File: config.mk
export PLATFORM = sky130hd
export DESIGN_NAME = adc_auto_sequencer
export DESIGN_NICKNAME = d
export VERILOG_FILES = /design/src/logic/adc_seq_pkg.sv /design/src/logic/adc_auto_sequencer.sv
export SDC_FILE = /design/constraint.sdc
export NUM_CORES = 1
export LEC_CHECK = 0
export BUFFER_PORTS_ARGS = -buffer_cell sky130_fd_sc_hd__buf_2
export CORE_MARGIN = 2
export CORE_UTILIZATION = 35
export DETAILED_ROUTE_END_ITERATION = 8
export GPL_ROUTABILITY_DRIVEN = 1
export PLACE_DENSITY_LB_ADDON = 0.25
export RECOVER_POWER = 25
export SETUP_SLACK_MARGIN = 0.02
export SYNTH_ARGS = -nofsm -noshare
export SYNTH_HDL_FRONTEND = slang
export SYNTH_SLANG_ARGS = --single-unit
File: constraint.sdc
create_clock -name core_clk_in -period 3.1 [get_ports core_clk_in]
set_clock_uncertainty 0.1 [all_clocks]
set_input_delay 0 -clock core_clk_in [delete_from_list [all_inputs] [get_ports core_clk_in]]
set_output_delay 0 -clock core_clk_in [all_outputs]
set_load 0.02 [all_outputs]
File: src/logic/adc_seq_pkg.sv
package adc_seq_pkg;
  // =====================================
  // clock and timing
  localparam int CLK_MHZ = 250;
  localparam int CONV_TIME_NS = 8000;
  localparam int CONV_CYCLES = (CONV_TIME_NS * CLK_MHZ) / 1000;
  localparam int SLOTS_PER_SEQ = 4;
  localparam int SEQ_CYCLES = CONV_CYCLES * SLOTS_PER_SEQ;
  localparam int PHASE_DELAY_NS = 8000;
  localparam int PHASE_DELAY_CYCLES = (PHASE_DELAY_NS * CLK_MHZ) / 1000;
  // =====================================
  // result format
  localparam int RES_W = 8;
  localparam int PAR_BIT = 8;
  localparam int REG_W = 9;
  localparam int FORCE_W = 9;
  localparam logic [REG_W-1:0] RESULT_RST = 9'h100;
  localparam int TEMP_OFFSET = 20;
  localparam int VBB_FULL_SCALE_V = 40;
  localparam int VHV_FULL_SCALE_V = 70;
  // =====================================
  // mux channels
  typedef enum logic [2:0] {
    CH_BOOST, CH_BATT, CH_TEMP, CH_LED1, CH_LED2
  } mux_ch_t;

  typedef struct packed {
    logic [REG_W-1:0] led_on_voltage_result_1;
    logic [REG_W-1:0] led_on_voltage_result_2;
    logic [REG_W-1:0] led_voltage_result_1;
    logic [REG_W-1:0] led_voltage_result_2;
    logic [REG_W-1:0] battery_voltage_result;
    logic [REG_W-1:0] boost_voltage_result;
    logic [REG_W-1:0] die_temperature_result;
  } result_bank_t;
endpackage

File: src/logic/adc_auto_sequencer.sv
`timescale 1ns/1ps
// Summary of operation
// all logic runs on one internal trimmed rc clock
// converter yields an 8-bit result per channel
// sequencer picks each mux input, converts and stores result autonomously
// reads never stall conversion; latest completed result is returned
// 8 us per conversion, boost every 16 us, battery and temp every 32 us; a served led slot takes the temp slot 3 instead
// boost slot alternates with others; led request slots at fixed points
// nonzero forced interval raises led request every n sequences; zero disables
// control falling edge raises led request after a phase delay
// control high updates on-voltage and voltage; low updates voltage only
// one led request served at a time; full sequence before next accepted
// priority flag starts at channel 1 and after each serve points to the channel not served
// every result carries odd parity in bit 8 over bits 7..0
// battery full scale is 40 volts
// boost full scale is 70 volts
// temperature in celsius equals code minus 20, applied by host
// temperature result is fed to thermal warning and shutdown logic
// led voltage and on-voltage full scale is 70 volts
// constant control input still measured at forced interval rate
module adc_auto_sequencer #(
  parameter int CONV_CYC = adc_seq_pkg::CONV_CYCLES,
  parameter int DELAY_CYC = adc_seq_pkg::PHASE_DELAY_CYCLES
) (
  // clock and reset
  input wire logic core_clk_in,
  input wire logic reset_in,
  // configuration
  input wire logic [adc_seq_pkg::FORCE_W-1:0] forced_interval_count_in,
  // channel control pins, asynchronous
  input wire logic [1:0] channel_control_pin_in,
  // analog converter front end
  output logic [2:0] mux_select_out,
  output logic sample_out,
  input wire logic comparator_in,
  // results
  output adc_seq_pkg::result_bank_t results_out,
  output logic [adc_seq_pkg::RES_W-1:0] thermal_temp_out,
  output logic thermal_temp_valid_out
);
  import adc_seq_pkg::*;

  if (CONV_CYC < RES_W + 2) begin : g_conv_chk
    $error("conversion too short for sar bits");
  end
  if (DELAY_CYC < 1) begin : g_dly_chk
    $error("phase delay must be at least one cycle");
  end

  // =====================================
  // pin synchronisers
  logic [1:0] ctl_meta_r, ctl_sync_r, ctl_prev_r;
  always_ff @(posedge core_clk_in) begin
    if (reset_in) begin
      ctl_meta_r <= 2'h0;
      ctl_sync_r <= 2'h0;
      ctl_prev_r <= 2'h0;
    end else begin
      ctl_meta_r <= channel_control_pin_in;
      ctl_sync_r <= ctl_meta_r;
      ctl_prev_r <= ctl_sync_r;
    end
  end
  logic [1:0] ctl_fall;
  assign ctl_fall = ctl_prev_r & ~ctl_sync_r;

  // =====================================
  // conversion timer and sar
  localparam int CW = $clog2(CONV_CYC + 1);
  logic [CW-1:0] conv_cnt_r;
  logic [1:0] slot_r;
  logic conv_done;
  assign conv_done = (conv_cnt_r == CW'(CONV_CYC - 1));
  always_ff @(posedge core_clk_in) begin
    if (reset_in) begin
      conv_cnt_r <= '0;
      slot_r <= 2'h0;
    end else if (conv_done) begin
      conv_cnt_r <= '0;
      slot_r <= slot_r + 2'h1;
    end else begin
      conv_cnt_r <= conv_cnt_r + CW'(1);
    end
  end

  // sar steps one bit per cycle from cycle 1; rest of slot settles and stores
  logic [RES_W-1:0] sar_r;
  logic [3:0] bit_idx;
  assign bit_idx = 4'(conv_cnt_r - CW'(1));
  always_ff @(posedge core_clk_in) begin
    if (reset_in) begin
      sar_r <= '0;
    end else if (conv_cnt_r == '0) begin
      sar_r <= 8'h80;
    end else if (conv_cnt_r <= CW'(RES_W)) begin
      sar_r[RES_W-1-bit_idx] <= comparator_in;
      if (bit_idx < 4'(RES_W - 1)) begin
        sar_r[RES_W-2-bit_idx] <= 1'b1;
      end
    end
  end
  assign sample_out = (conv_cnt_r == '0);

  // =====================================
  // led requests: phase delay per channel, forced interval
  localparam int DW = $clog2(DELAY_CYC + 1);
  logic [1:0][DW-1:0] dly_cnt_r;
  logic [1:0] dly_run_r, pend_r;
  logic [FORCE_W-1:0] seq_cnt_r;
  logic force_tick;
  logic seq_end;
  assign seq_end = conv_done && (slot_r == 2'h3);
  assign force_tick = seq_end && (forced_interval_count_in != '0) &&
                      (seq_cnt_r == forced_interval_count_in - 9'h001);
  always_ff @(posedge core_clk_in) begin
    if (reset_in || forced_interval_count_in == '0) begin
      seq_cnt_r <= '0;
    end else if (force_tick) begin
      seq_cnt_r <= '0;
    end else if (seq_end) begin
      seq_cnt_r <= seq_cnt_r + 9'h001;
    end
  end

  // led service state
  logic serving_r, serve_ch_r, prio_r, lockout_r;
  logic serve_start;
  logic [1:0] serve_grant;

  for (genvar c = 0; c < 2; c++) begin : g_req
    always_ff @(posedge core_clk_in) begin
      if (reset_in) begin
        dly_cnt_r[c] <= '0;
        dly_run_r[c] <= 1'b0;
      end else if (ctl_fall[c]) begin
        dly_cnt_r[c] <= '0;
        dly_run_r[c] <= 1'b1;
      end else if (dly_run_r[c]) begin
        dly_cnt_r[c] <= dly_cnt_r[c] + DW'(1);
        if (dly_cnt_r[c] == DW'(DELAY_CYC - 1)) begin
          dly_run_r[c] <= 1'b0;
        end
      end
    end
    logic dly_fire;
    assign dly_fire = dly_run_r[c] && (dly_cnt_r[c] == DW'(DELAY_CYC - 1));
    // set wins over the clear by grant
    always_ff @(posedge core_clk_in) begin
      if (reset_in) begin
        pend_r[c] <= 1'b0;
      end else if (dly_fire || force_tick) begin
        pend_r[c] <= 1'b1;
      end else if (serve_grant[c]) begin
        pend_r[c] <= 1'b0;
      end
    end
  end

  // led slot at fixed point: slot 3 replaces the temperature slot when a request is granted
  assign serve_start = conv_done && (slot_r == 2'h2) && !lockout_r && (pend_r != 2'h0);
  logic pick;
  assign pick = (pend_r == 2'h3) ? prio_r : pend_r[1];
  assign serve_grant = serve_start ? (pick ? 2'h2 : 2'h1) : 2'h0;

  logic [1:0] lock_slot_r;
  always_ff @(posedge core_clk_in) begin
    if (reset_in) begin
      serving_r <= 1'b0;
      serve_ch_r <= 1'b0;
      prio_r <= 1'b0;
      lockout_r <= 1'b0;
      lock_slot_r <= 2'h0;
    end else begin
      if (serve_start) begin
        serving_r <= 1'b1;
        serve_ch_r <= pick;
        prio_r <= ~pick;
        lockout_r <= 1'b1;
        lock_slot_r <= 2'h0;
      end else if (conv_done && serving_r) begin
        serving_r <= 1'b0;
      end
      if (lockout_r && conv_done && !serve_start) begin
        lock_slot_r <= lock_slot_r + 2'h1;
        if (lock_slot_r == 2'h3) begin
          lockout_r <= 1'b0;
        end
      end
    end
  end

  // =====================================
  // slot schedule
  mux_ch_t cur_ch;
  always_comb begin
    unique case (slot_r)
      2'h0: cur_ch = CH_BOOST;
      2'h1: cur_ch = CH_BATT;
      2'h2: cur_ch = CH_BOOST;
      2'h3: cur_ch = serving_r ? (serve_ch_r ? CH_LED2 : CH_LED1) : CH_TEMP;
    endcase
  end
  assign mux_select_out = cur_ch;

  // control level when conversion starts decides on-voltage update
  logic ctl_at_sample_r;
  always_ff @(posedge core_clk_in) begin
    if (reset_in) begin
      ctl_at_sample_r <= 1'b0;
    end else if (sample_out) begin
      ctl_at_sample_r <= ctl_sync_r[serve_ch_r];
    end
  end

  // =====================================
  // result store; reads see registers directly, never stall
  logic [REG_W-1:0] word;
  assign word = {~^sar_r, sar_r};
  result_bank_t bank_r;
  logic temp_stb_r;
  always_ff @(posedge core_clk_in) begin
    if (reset_in) begin
      bank_r <= {7{RESULT_RST}};
      temp_stb_r <= 1'b0;
    end else begin
      temp_stb_r <= 1'b0;
      if (conv_done) begin
        unique case (cur_ch)
          CH_BOOST: bank_r.boost_voltage_result <= word;
          CH_BATT: bank_r.battery_voltage_result <= word;
          CH_TEMP: begin
            bank_r.die_temperature_result <= word;
            temp_stb_r <= 1'b1;
          end
          CH_LED1: begin
            bank_r.led_voltage_result_1 <= word;
            if (ctl_at_sample_r) bank_r.led_on_voltage_result_1 <= word;
          end
          CH_LED2: begin
            bank_r.led_voltage_result_2 <= word;
            if (ctl_at_sample_r) bank_r.led_on_voltage_result_2 <= word;
          end
          default: bank_r <= bank_r;
        endcase
      end
    end
  end
  assign results_out = bank_r;
  assign thermal_temp_out = bank_r.die_temperature_result[RES_W-1:0];
  assign thermal_temp_valid_out = temp_stb_r;

  // =====================================
  // assertions
  property p_parity;
    @(posedge core_clk_in) disable iff (reset_in) ^results_out.boost_voltage_result == 1'b1;
  endproperty
  a_parity: assert property (p_parity) else $error("boost result parity not odd");

  property p_slot_len;
    @(posedge core_clk_in) disable iff (reset_in) sample_out |=> !sample_out [*8];
  endproperty
  a_slot_len: assert property (p_slot_len) else $error("conversion slot too short");

  property p_boost_alt;
    @(posedge core_clk_in) disable iff (reset_in) (slot_r == 2'h0 || slot_r == 2'h2) |-> cur_ch == CH_BOOST;
  endproperty
  a_boost_alt: assert property (p_boost_alt) else $error("boost slot misplaced");

  property p_one_grant;
    @(posedge core_clk_in) disable iff (reset_in) serve_grant != 2'h3;
  endproperty
  a_one_grant: assert property (p_one_grant) else $error("two led channels granted");

  property p_lockout;
    @(posedge core_clk_in) disable iff (reset_in) serve_start |=> lockout_r && !serve_start;
  endproperty
  a_lockout: assert property (p_lockout) else $error("new led request accepted too early");

  property p_prio;
    @(posedge core_clk_in) disable iff (reset_in) (serve_start && pend_r == 2'h3) |=> prio_r != $past(prio_r);
  endproperty
  a_prio: assert property (p_prio) else $error("priority flag did not toggle");

  property p_delay;
    @(posedge core_clk_in) disable iff (reset_in) ctl_fall[0] |=> dly_run_r[0];
  endproperty
  a_delay: assert property (p_delay) else $error("falling edge did not start phase delay");

  property p_force;
    @(posedge core_clk_in) disable iff (reset_in) force_tick |=> pend_r == 2'h3;
  endproperty
  a_force: assert property (p_force) else $error("forced request not raised");

  property p_store;
    @(posedge core_clk_in) disable iff (reset_in)
      (conv_done && cur_ch == CH_BATT) |=> results_out.battery_voltage_result == $past(word);
  endproperty
  a_store: assert property (p_store) else $error("battery result not stored");

  property p_parity_all;
    @(posedge core_clk_in) disable iff (reset_in)
      ^results_out.led_on_voltage_result_1 && ^results_out.led_on_voltage_result_2 &&
      ^results_out.led_voltage_result_1 && ^results_out.led_voltage_result_2 &&
      ^results_out.battery_voltage_result && ^results_out.die_temperature_result;
  endproperty
  a_parity_all: assert property (p_parity_all) else $error("result parity not odd");

  property p_on_store;
    @(posedge core_clk_in) disable iff (reset_in)
      (conv_done && cur_ch == CH_LED1 && ctl_at_sample_r) |=> results_out.led_on_voltage_result_1 == $past(word);
  endproperty
  a_on_store: assert property (p_on_store) else $error("on-voltage not stored with control high");

  property p_on_hold;
    @(posedge core_clk_in) disable iff (reset_in)
      (conv_done && cur_ch == CH_LED2 && !ctl_at_sample_r) |=> $stable(results_out.led_on_voltage_result_2);
  endproperty
  a_on_hold: assert property (p_on_hold) else $error("on-voltage changed with control low");

  property p_temp_feed;
    @(posedge core_clk_in) disable iff (reset_in) temp_stb_r |-> thermal_temp_out == $past(word[RES_W-1:0]);
  endproperty
  a_temp_feed: assert property (p_temp_feed) else $error("thermal path missed new temperature");

  property p_hold_results;
    @(posedge core_clk_in) disable iff (reset_in) !conv_done |=> $stable(results_out);
  endproperty
  a_hold_results: assert property (p_hold_results) else $error("result changed outside a store");

  property p_next_sample;
    @(posedge core_clk_in) disable iff (reset_in) conv_done |=> sample_out;
  endproperty
  a_next_sample: assert property (p_next_sample) else $error("next conversion did not start");

  // refused requests must wait, not vanish
  property p_pend_kept;
    @(posedge core_clk_in) disable iff (reset_in) lockout_r |=> (pend_r & $past(pend_r)) == $past(pend_r);
  endproperty
  a_pend_kept: assert property (p_pend_kept) else $error("request lost during lockout");

  property p_fire;
    @(posedge core_clk_in) disable iff (reset_in) (dly_run_r[1] && dly_cnt_r[1] == DW'(DELAY_CYC - 1)) |=> pend_r[1];
  endproperty
  a_fire: assert property (p_fire) else $error("phase delay expiry raised no request");

  c_led1: cover property (@(posedge core_clk_in) disable iff (reset_in) serve_grant == 2'h1);
  c_led2: cover property (@(posedge core_clk_in) disable iff (reset_in) serve_grant == 2'h2);
  c_both: cover property (@(posedge core_clk_in) disable iff (reset_in) serve_start && pend_r == 2'h3);
  c_temp: cover property (@(posedge core_clk_in) disable iff (reset_in) temp_stb_r);
endmodule

==> impl_metrics.py, run 1 <==
metrics = {
    "synthesis": {
        "synth_edf_count": 0,
        "yosys.cell_types.count": 63,
        "synth_area_leaders": "dfxtp_1, nand2_1, a21oi_1",
        "yosysTopAreaCell": "dfxtp_1",
        "ys.warnings.count": 0,
        "yosys.area_share.xor_xnor": 0.0758,
        "async_flop_share": 0,
        "synth_fa_ha_area_frac": 0.0271,
        "netlist_instances": 728,
        "synthSimpleGateAreaFrac": 0.269,
        "synth_top_family_by_area": "simple AND/OR/NAND/NOR gates",
        "avgSynthCellArea_um2": 8.26,
        "synth_compound_area_frac": 0.129,
        "synth_area_um2": 6010,
        "muxShareOfSynthArea": 0.00832,
        "synth_fp_nets": 755,
        "seq_area_frac_synth": 0.443,
        "synth_top_cell_area_share": 0.443,
        "synth-seq-cells": 133,
        "synth_ff_type": "dfxtp_1",
    },
    "route": {
        "met2_length_um": 6830,
        "ant_nets": 0,
        "vias": 4998,
        "wirelength_um": 14800,
        "drc": 0,
        "via_per_inst": 4.80,
        "routedWlPerCell_um": 14.2,
        "wl_met3_um": 838,
        "drt_iter0_drc": 242,
        "top_layer": "met4",
        "met1Wirelength_um": 7080,
        "drt_first_pass_iters": 4,
    },
    "place": {
        "placedCellCount": 1005,
        "dp_hpwl_um": 10500,
        "place.gp.congestion": 0.780,
        "post-place-ws_ns": 0.540,
        "placed_area_um2": 6630,
        "port_buffers": 89,
    },
    "power_and_ir_drop": {
        "combPwrFrac": 0.068,
        "p_sw_frac": 0.234,
        "finalPower_mw": 3.86,
        "power_density_nw_per_um2": 538,
        "p_int_mw": 2.96,
        "p_switching_mw": 0.905,
        "p_leak_nw": 2.61,
        "power_frac_seq": 0.452,
        "clkPwrFrac": 0.481,
        "irDropWorstVdd_mv": 0.442,
    },
    "clocking": {
        "cts.sinks": 133,
        "clk_latency_ns": 0.42,
        "cts_setup_buffers": 0,
        "numCtsBuffers": 17,
        "cts-root-buf": "clkbuf_16",
        "cts_tree": "yes",
        "cts_buffer_depth": 2,
        "htree_levels": 4,
        "cts_resized": 0,
        "clkTransAtPathRegs_ns": 0.06,
        "postCtsHoldBufs": 6,
    },
    "floorplan": {
        "initial_utilization": 0.360,
        "fp.dieH_um": 135,
        "coreArea_um2": 16700,
        "boundaryPins": 90,
        "dieArea_um2": 18200,
        "die_w_um": 135,
        "num_rows": 47,
    },
    "final_layout": {
        "layout.nets": 837,
        "instances_no_fill": 1042,
        "n_fill_cell": 1776,
        "postLayoutCoreUtil": 0.430,
        "drive_above_1_share": 0.116,
        "area_delta_synth_final_pct": 19.3,
        "diodes": 0,
        "finish.instance_area_um2": 7170,
    },
    "critical_path": {
        "cp_max_fo": 17,
        "cp_data_required_time_ns": 3.30,
        "cp_slowest_cell": "dfxtp_1",
        "max_stage_delay_ns": 0.67,
        "path_buf_inv": 0,
        "cp_top_family": "simple AND/OR/NAND/NOR gates",
        "worstPathArrival_ns": 2.79,
        "crit_type": "flip-flop to flip-flop",
        "crit_chain": "nand3_1 > or3_4 > or3_1 > a211o_1",
        "crit_path_start_kind": "flip-flop",
        "cp-end-kind": "flip-flop",
    },
    "global_routing": {
        "track_usage": 0.170,
        "grt_pass1_vias": 4861,
        "grt_start_max_net_pins": 35,
        "antenna_found_initial": 0,
        "grt_pass1_wl_um": 24400,
        "grt_overflow": 0,
    },
    "sta": {
        "finalHoldViolations": 0,
        "layout_setup_ws_ns": 0.510,
        "slew_headroom": 0.224,
        "finalCriticalPeriod_ns": 2.59,
        "rsz0062_at_grt": "false",
        "slew_viol_final": 0,
        "setup_violations": 0,
        "tns_ns": 0,
        "whs_ns": 0.0918,
        "worstMarginPinSlew_ns": 1.16,
        "fin_crit_sh": 0.835,
        "fmax_mhz": 386,
    },
    "worst_hold_path": {
        "hp-class": "input port to flip-flop",
    },
    "flow_run": {
        "maxCapViolations": 0,
    },
    "outcome": {
        "status": "complete, no violations",
    },
}
-- state kept, by name (all words and copies together) (netlist names) --
name	flops
prio_r	1
thermal_temp_valid_out	1
seq_cnt_r	9
dly_run_r	2
sar_r	8
slot_r	2
lock_slot_r	2
ctl_meta_r	2
lockout_r	1
serve_ch_r	1
ctl_at_sample_r	1
ctl_prev_r	2
pend_r	2
results_out	63
dly_cnt_r	22
conv_cnt_r	11
serving_r	1
ctl_sync_r	2
-- cells by family after synthesis --
family	count (synthesis)
AOI/OAI and AO/OA	128
xor gates and xnor gates	52
adders and majority gates	13
buffers and inverters	65
DFF	133
muxes	5
and+or+nand+nor	332
-- per-layer routing --
metal / track usage / up-vias
li1: - / 2625
met1: 0.226 / 2278
met2: 0.268 / 90
met3: 0.0511 / 5
met4: 0.0469 / 0
met5: 0 / -
-- synthesized netlist by cell type (3+ instances only) --
cell and instances:
nand4_1 14, nor2b_1 12, ha_1 13, o21ai_0 12, nor3_1 24, nor4b_1 4
a211o_1 8, nand2b_1 16, nand4b_1 3, clkbuf_1 33, nand3b_1 3, xnor2_1 24
a31oi_1 3, inv_1 16, and3_1 4, a211oi_1 4, nand2_1 147, xor2_1 28
a21oi_1 79, or3_1 9, buf_2 6, nor2_1 54, buf_4 8, and2_1 6
nand3_1 16, mux2i_1 5, dfxtp_1 133
-- layout make-up --
type,instances,area [um2],area share
Clock buffer,22,464,0.0647
Inverter,16,60.1,0.00837
Timing Repair Buffer,112,572,0.0797
Clock inverter,9,80.1,0.0112
Tap cell,220,275,0.0384
Multi-Input combinational cell,530,3060,0.427
Sequential cell,133,2660,0.371
-- power groups by stage --
stage | Clock (mW) | Sequential [mW] | Combinational (mW)
2_1_floorplan | 0 | 1.77 | 0.179
3_3_place_gp | 0 | 1.78 | 0.259
3_5_place_dp | 0 | 1.78 | 0.257
4_1_cts | 1.89 | 1.74 | 0.264
5_1_grt | 1.98 | 1.75 | 0.289
6_report | 1.86 | 1.74 | 0.262
-- cell usage in the layout, fill, tap and decap left out, drive strengths merged, types with 2 or more instances in the layout --
cell / netlist / layout
nor3: 25 / 25
ha: 13 / 13
nor2b: 12 / 12
dlygate4sd3: 0 / 6
clkinv: 0 / 7
o21ai: 13 / 13
nand3b: 3 / 3
xor2: 28 / 28
nor4b: 4 / 4
mux2i: 5 / 5
nand2: 147 / 147
a21boi: 2 / 2
clkbuf: 33 / 71
and3b: 2 / 2
dfxtp: 133 / 133
a211o: 8 / 8
nand2b: 16 / 16
nand3: 16 / 16
nand4: 14 / 14
and3: 4 / 4
xnor2: 24 / 24
nor4: 4 / 4
a31oi: 3 / 3
nand4b: 3 / 3
inv: 16 / 16
or3: 10 / 10
a21oi: 79 / 79
and2: 7 / 7
a22oi: 2 / 2
nor2: 54 / 54
and4: 2 / 2
a21o: 2 / 2
a211oi: 5 / 5
buf: 16 / 57
or2: 3 / 3
or4: 2 / 2
-- path summary, 6_finish.rpt --
path / startpoint / endpoint / slack (ns) / cells past startpoint
hold / removal: forced_interval_count_in[8] / pend_r[1]$_SDFFE_PP0P_ / 0.09 / 4
setup / recovery: conv_cnt_r[2]$_SDFF_PP0_ / results_out[17]$_SDFFE_PP1P_ / 0.51 / 4
setup reg to reg: conv_cnt_r[2]$_SDFF_PP0_ / results_out[17]$_SDFFE_PP1P_ / 0.51 / 4
hold reg to reg: ctl_meta_r[0]$_SDFF_PP0_ / ctl_sync_r[0]$_SDFF_PP0_ / 0.34 / 1
-- worst reg2reg max path, stage by stage (launching register included) --
cell,delay [ns]
dfxtp_1,0.67
nand3_1,0.42
or3_4,0.47
or3_1,0.48
a211o_1,0.34
Power figures use the tool's default switching activity.
==> run 2: changes to the inputs <==
- clock period: 3.1 -> 2.1 ns (I/O delays scaled with it)
==> run 2 against run 1 <==
The run now ends with negative setup slack left. Flip-flop and latch count unchanged. Global-route usage increased by 0.96 points. Utilization increased by 3.9 points. Critical endpoint is now sample_out. Highest routed layer unchanged.
==> impl_metrics.py, run 2 (synthesized netlist as in run 1, its figures left out) <==
metrics = {
    "critical_path": {
        "cp_max_fo": 3,
        "cp-end-kind": "primary output",
        "max_stage_delay_ns": 0.51,
        "crit_type": "flip-flop to primary output",
        "cp_slowest_cell": "or4_4",
        "worstPathArrival_ns": 2.05,
        "cp_data_required_time_ns": 2.00,
        "crit_path_start_kind": "flip-flop",
        "regToRegStartpoint": "conv_cnt_r[10]$_SDFF_PP0_",
        "crit_chain": "buf_6 > or4_4 > or4_4 > inv_4 > buf_6",
        "critical_path.startpoint": "conv_cnt_r[10]$_SDFF_PP0_",
        "path_buf_inv": 3,
        "cp_top_family": "simple AND/OR/NAND/NOR gates",
    },
    "route": {
        "met2_length_um": 7810,
        "drt_iter0_drc": 270,
        "wl_met3_um": 734,
        "met1Wirelength_um": 7540,
        "vias": 5325,
        "via_per_inst": 4.82,
        "wirelength_um": 16200,
        "drt_first_pass_iters": 4,
        "routedWlPerCell_um": 14.7,
        "drc": 0,
        "ant_nets": 0,
        "top_layer": "met4",
    },
    "final_layout": {
        "instances_no_fill": 1104,
        "n_fill_cell": 1701,
        "layout.nets": 898,
        "drive_above_1_share": 0.227,
        "diodes": 0,
        "regArea_um2": 2670,
        "multi_input_area_um2": 3200,
        "postLayoutCoreUtil": 0.468,
        "area_delta_synth_final_pct": 30.1,
        "finish.instance_area_um2": 7820,
        "largest_reg_flops": 63,
        "mostFrequentLayoutCells": "nand2_1, dfxtp_1, a21oi_1",
        "mostFrequentLayoutCell": "nand2_1",
    },
    "clocking": {
        "htree_levels": 4,
        "clkTransAtPathRegs_ns": 0.06,
        "cts.sinks": 133,
        "cts_buffer_depth": 2,
        "numCtsBuffers": 17,
        "clk_latency_ns": 0.42,
        "cts-root-buf": "clkbuf_16",
        "cts_tree": "yes",
    },
    "floorplan": {
        "num_rows": 47,
        "dieArea_um2": 18200,
        "initial_utilization": 0.360,
        "die_w_um": 135,
        "fp.dieH_um": 135,
        "coreArea_um2": 16700,
        "boundaryPins": 90,
    },
    "place": {
        "placedCellCount": 1061,
        "placed_area_um2": 7100,
        "post-place-ws_ns": -0.0654,
        "dp_hpwl_um": 11200,
        "place.gp.congestion": 0.809,
        "port_buffers": 89,
    },
    "sta": {
        "slew_headroom": 0.594,
        "whs_ns": 0.111,
        "layout_setup_ws_ns": -0.0492,
        "fin_crit_sh": 1.02,
        "rsz0062_at_grt": "true",
        "fmax_mhz": 465,
        "finalHoldViolations": 0,
        "setup_violations": 1,
        "finalCriticalPeriod_ns": 2.15,
        "tns_ns": -0.0492,
        "worstMarginPinSlew_ns": 0.610,
        "slew_viol_final": 0,
    },
    "power_and_ir_drop": {
        "p_sw_frac": 0.264,
        "p_leak_nw": 2.98,
        "power_frac_seq": 0.439,
        "power_density_nw_per_um2": 748,
        "p_switching_mw": 1.54,
        "combPwrFrac": 0.082,
        "clkPwrFrac": 0.480,
        "p_int_mw": 4.30,
        "irDropWorstVdd_mv": 0.533,
        "finalPower_mw": 5.85,
    },
    "worst_hold_path": {
        "hp-class": "input port to flip-flop",
        "worstHoldStart": "forced_interval_count_in[8]",
    },
    "global_routing": {
        "grt_overflow": 0,
        "grt_pass1_vias": 4972,
        "grt_start_max_net_pins": 39,
        "antenna_found_initial": 0,
        "grt_pass1_wl_um": 25600,
        "track_usage": 0.179,
    },
    "flow_run": {
        "maxCapViolations": 0,
    },
    "outcome": {
        "violations": "negative setup slack",
        "status": "complete, but fails checks",
    },
}
run 2: changes by cell type in the layout (fill, tap and decap cells not counted), moves of 4 or more:
cell | before | now
inv_6 | 0 | 8
ha_1 | 13 | 8
buf_6 | 0 | 6
nand2_2 | 0 | 5
dfxtp_2 | 0 | 6
buf_4 | 17 | 73
nand2_1 | 147 | 143
a21oi_1 | 79 | 74
clkbuf_1 | 52 | 45
dfxtp_1 | 133 | 127
clkinv_2 | 5 | 0
a21oi_2 | 0 | 5
run 2: worst register-to-register path, stage by stage, from the launching register on:
cell      delay, ns
dfxtp_2        0.33
or3b_4         0.41
nor4_4         0.27
buf_4          0.17
nand3b_1       0.15
a2111o_1       0.44
a21oi_1        0.15
run 2: repair_timing:
item                       4_1_cts  5_1_grt
setup endpoints to repair       31       84
setup buffers                    2        5
pin swaps                        5       19
resized for setup               12       29
hold endpoints to repair        10        0
hold buffers                     4        0
gates cloned                     1        0
run 2: power groups by stage:
| stage | clock network [mW] | logic [mW] | registers [mW] |
|---|---|---|---|
| 2_1_floorplan | 0 | 0.267 | 2.61 |
| 3_3_place_gp | 0 | 0.438 | 2.62 |
| 3_5_place_dp | 0 | 0.438 | 2.62 |
| 4_1_cts | 2.87 | 0.459 | 2.56 |
| 5_1_grt | 2.97 | 0.522 | 2.57 |
| 6_report | 2.81 | 0.477 | 2.57 |
run 2: path summary, 6_finish.rpt:
kind                                    to  slack [ns]  cells after the start
setup / recovery                sample_out       -0.05                      5
hold / removal      pend_r[1]$_SDFFE_PP0P_        0.11                      4
hold reg to reg   ctl_sync_r[1]$_SDFF_PP0_        0.34                      1
setup reg to reg    pend_r[0]$_SDFFE_PP0P_        0.01                      6
run 2: metal layers:
metal / up-vias / GRT usage
met3: 9 / 0.0499
met1: 2479 / 0.232
met4: 0 / 0.0475
met2: 96 / 0.295
met5: - / 0
li1: 2741 / -
run 2: area by class of cell:
type / count / share of cell area
clock buffers: 17 / 0.0544
clock inverters: 15 / 0.0171
well taps: 220 / 0.0352
flip-flops and latches: 133 / 0.341
multi-input cells: 531 / 0.409
inverters: 16 / 0.00800
repair buffers: 172 / 0.135
==> run 3: changes to the inputs <==
- CORE_ASPECT_RATIO: not set -> 1.25
==> run 3 against run 2 <==
The run now ends clean. Sequential share of layout area decreased by 0.30 points. Flip-flop and latch count unchanged. Sequential power about the same. Clock-buffer cell count grew 1. Maximum frequency rose by 2.7%. Power is 3.9% higher. Cell area increased by 1.1%. Via count increased by 1.4%. Combinational power down 4.4%. Global-route usage is 0.43 points higher. Die area about the same. Largest power group unchanged.
==> impl_metrics.py, run 3 (synthesized netlist as in run 1, its figures left out) <==
metrics = {
    "sta": {
        "slew_viol_final": 0,
        "finalHoldViolations": 0,
        "finalCriticalPeriod_ns": 2.09,
        "fin_crit_sh": 0.997,
        "layout_setup_ws_ns": 0.00707,
        "rsz0062_at_grt": "true",
        "whs_ns": 0.135,
        "worstMarginPinSlew_ns": 0.766,
        "fmax_mhz": 478,
        "setup_violations": 0,
        "slew_headroom": 0.486,
        "tns_ns": 0,
    },
    "route": {
        "drc": 0,
        "wirelength_um": 16200,
        "routedWlPerCell_um": 14.6,
        "vias": 5398,
        "via_per_inst": 4.89,
        "drt_iter0_drc": 230,
        "drt_first_pass_iters": 4,
        "ant_nets": 0,
    },
    "global_routing": {
        "grt_start_max_net_pins": 38,
        "track_usage": 0.184,
        "grt_overflow": 0,
        "grt_pass1_wl_um": 26200,
        "antenna_found_initial": 0,
        "grt_pass1_vias": 5233,
    },
    "flow_run": {
        "maxCapViolations": 0,
    },
    "critical_path": {
        "worstPathArrival_ns": 2.31,
        "crit_type": "flip-flop to flip-flop",
        "crit_path_start_kind": "flip-flop",
        "worstReg2RegEnd": "results_out[62]$_SDFFE_PP1P_",
        "max_stage_delay_ns": 0.54,
        "cp-end-kind": "flip-flop",
        "worst-r2r-setup-slack_ns": 0.007,
        "path_buf_inv": 2,
        "regToRegStartpoint": "slot_r[1]$_SDFFE_PP0N_",
        "crit_chain": "inv_2 > ha_4 > or4bb_4 > nor4_4 > buf_4 > nand2_4 > a211o_1",
        "reg2regPathDepth": 7,
        "cp_max_fo": 5,
        "cp_top_family": "simple AND/OR/NAND/NOR gates",
        "cp_slowest_cell": "or4bb_4",
        "cp_data_required_time_ns": 2.32,
    },
    "floorplan": {
        "fp.dieH_um": 151,
        "num_rows": 53,
        "initial_utilization": 0.357,
        "coreArea_um2": 16800,
        "boundaryPins": 90,
        "die_w_um": 121,
        "dieArea_um2": 18200,
    },
    "final_layout": {
        "n_fill_cell": 1747,
        "drive_above_1_share": 0.231,
        "mostFrequentLayoutCell": "nand2_1",
        "diodes": 0,
        "layout.nets": 898,
        "finish.instance_area_um2": 7910,
        "area_delta_synth_final_pct": 31.5,
        "largest_reg_flops": 63,
        "mostFrequentLayoutCells": "nand2_1, dfxtp_1, buf_4",
    },
    "clocking": {
        "cts_tree": "yes",
        "clkTransAtPathRegs_ns": 0.06,
        "numCtsBuffers": 17,
        "cts-root-buf": "clkbuf_16",
        "htree_levels": 4,
        "cts.sinks": 133,
        "clk_latency_ns": 0.42,
        "cts_buffer_depth": 2,
    },
    "worst_hold_path": {
        "worstHoldStart": "forced_interval_count_in[8]",
        "hp-class": "input port to flip-flop",
        "whs_path_depth": 4,
        "hold_end": "pend_r[0]$_SDFFE_PP0P_",
    },
    "place": {
        "placed_area_um2": 7110,
        "place.gp.congestion": 0.810,
        "post-place-ws_ns": -0.118,
        "dp_hpwl_um": 11300,
        "port_buffers": 89,
    },
    "power_and_ir_drop": {
        "power_density_nw_per_um2": 769,
        "irDropWorstVdd_mv": 0.454,
        "p_leak_nw": 3.02,
        "finalPower_mw": 6.08,
    },
    "outcome": {
        "status": "complete, no violations",
    },
}
==> run 3: cell types whose count changed in the layout (fill, tap and decap cells not counted), sizes merged <==
cell	previous run	this run
bufinv	0	2
clkinv	3	2
inv	26	23
clkinvlp	2	3
clkbuf	62	63
==> run 3: what timing repair did <==
action / CTS / global route
resized for setup: 14 / 31
buffers inserted: 1 / 4
hold buffers: 4 / 0
hold endpoints to repair: 21 / 0
pin swaps: 5 / 14
cloned: 1 / 1
setup endpoints to repair: 47 / 59
==> run 3: where the power goes <==
group          leakage (nW)  total, mW  switching, mW  internal [mW]
clock network         0.288       3.06           1.24           1.82
logic                  1.66      0.456          0.266          0.190
registers              1.08       2.57         0.0227           2.55
==> run 3: how the worst max path moves through the flow <==
stage | start | end | slack, ns | cells after the start
3_5_place_dp | slot_r[1]$_SDFFE_PP0N_ | results_out[58]$_SDFFE_PP0P_ | -0.12 | 7
3_3_place_gp | slot_r[1]$_SDFFE_PP0N_ | results_out[58]$_SDFFE_PP0P_ | -0.04 | 7
4_1_cts | conv_cnt_r[8]$_SDFF_PP0_ | sample_out | -0.01 | 4
2_1_floorplan | slot_r[1]$_SDFFE_PP0N_ | results_out[62]$_SDFFE_PP1P_ | -0.17 | 6
6_report | slot_r[1]$_SDFFE_PP0N_ | results_out[62]$_SDFFE_PP1P_ | 0.007 | 7
5_1_grt | conv_cnt_r[4]$_SDFF_PP0_ | seq_cnt_r[3]$_SDFFE_PP0P_ | -0.05 | 7
==> run 3: per-stage QoR <==
step                instances   util
finish                   1104  0.469
global route             1104  0.469
CTS                      1099  0.464
detailed placement       1061  0.422
global placement         1061  0.422
floorplan                 728      -
==> run 3: layout make-up <==
cell class                      instances  area, um2  share of cell area
Multi-Input combinational cell        531       3230               0.408
Sequential cell                       133       2680               0.338
Timing Repair Buffer                  172       1060               0.134
Clock buffer                           18        439              0.0556
Tap cell                              220        275              0.0348
Clock inverter                         14        166              0.0211
Inverter                               16       62.6             0.00791
==> run 3: worst reg2reg max path, delay by kind of cell, from the launching register on <==
family                     cells  cell delay (ns)
DFF                            1             0.36
buffers and inverters          2             0.25
adders and majority gates      1             0.15
AOI/OAI and AO/OA              1             0.30
and+or+nand+nor                3             0.82
==> run 3: routing by layer <==
| layer | part of all wire | global-route usage | wire (um) |
|---|---|---|---|
| met1 | 0.43 | 0.216 | 6930 |
| met2 | 0.50 | 0.315 | 8030 |
| met3 | 0.049 | 0.0489 | 794 |
| met4 | 0.025 | 0.0759 | 396 |
| met5 | 0 | 0 | 0 |
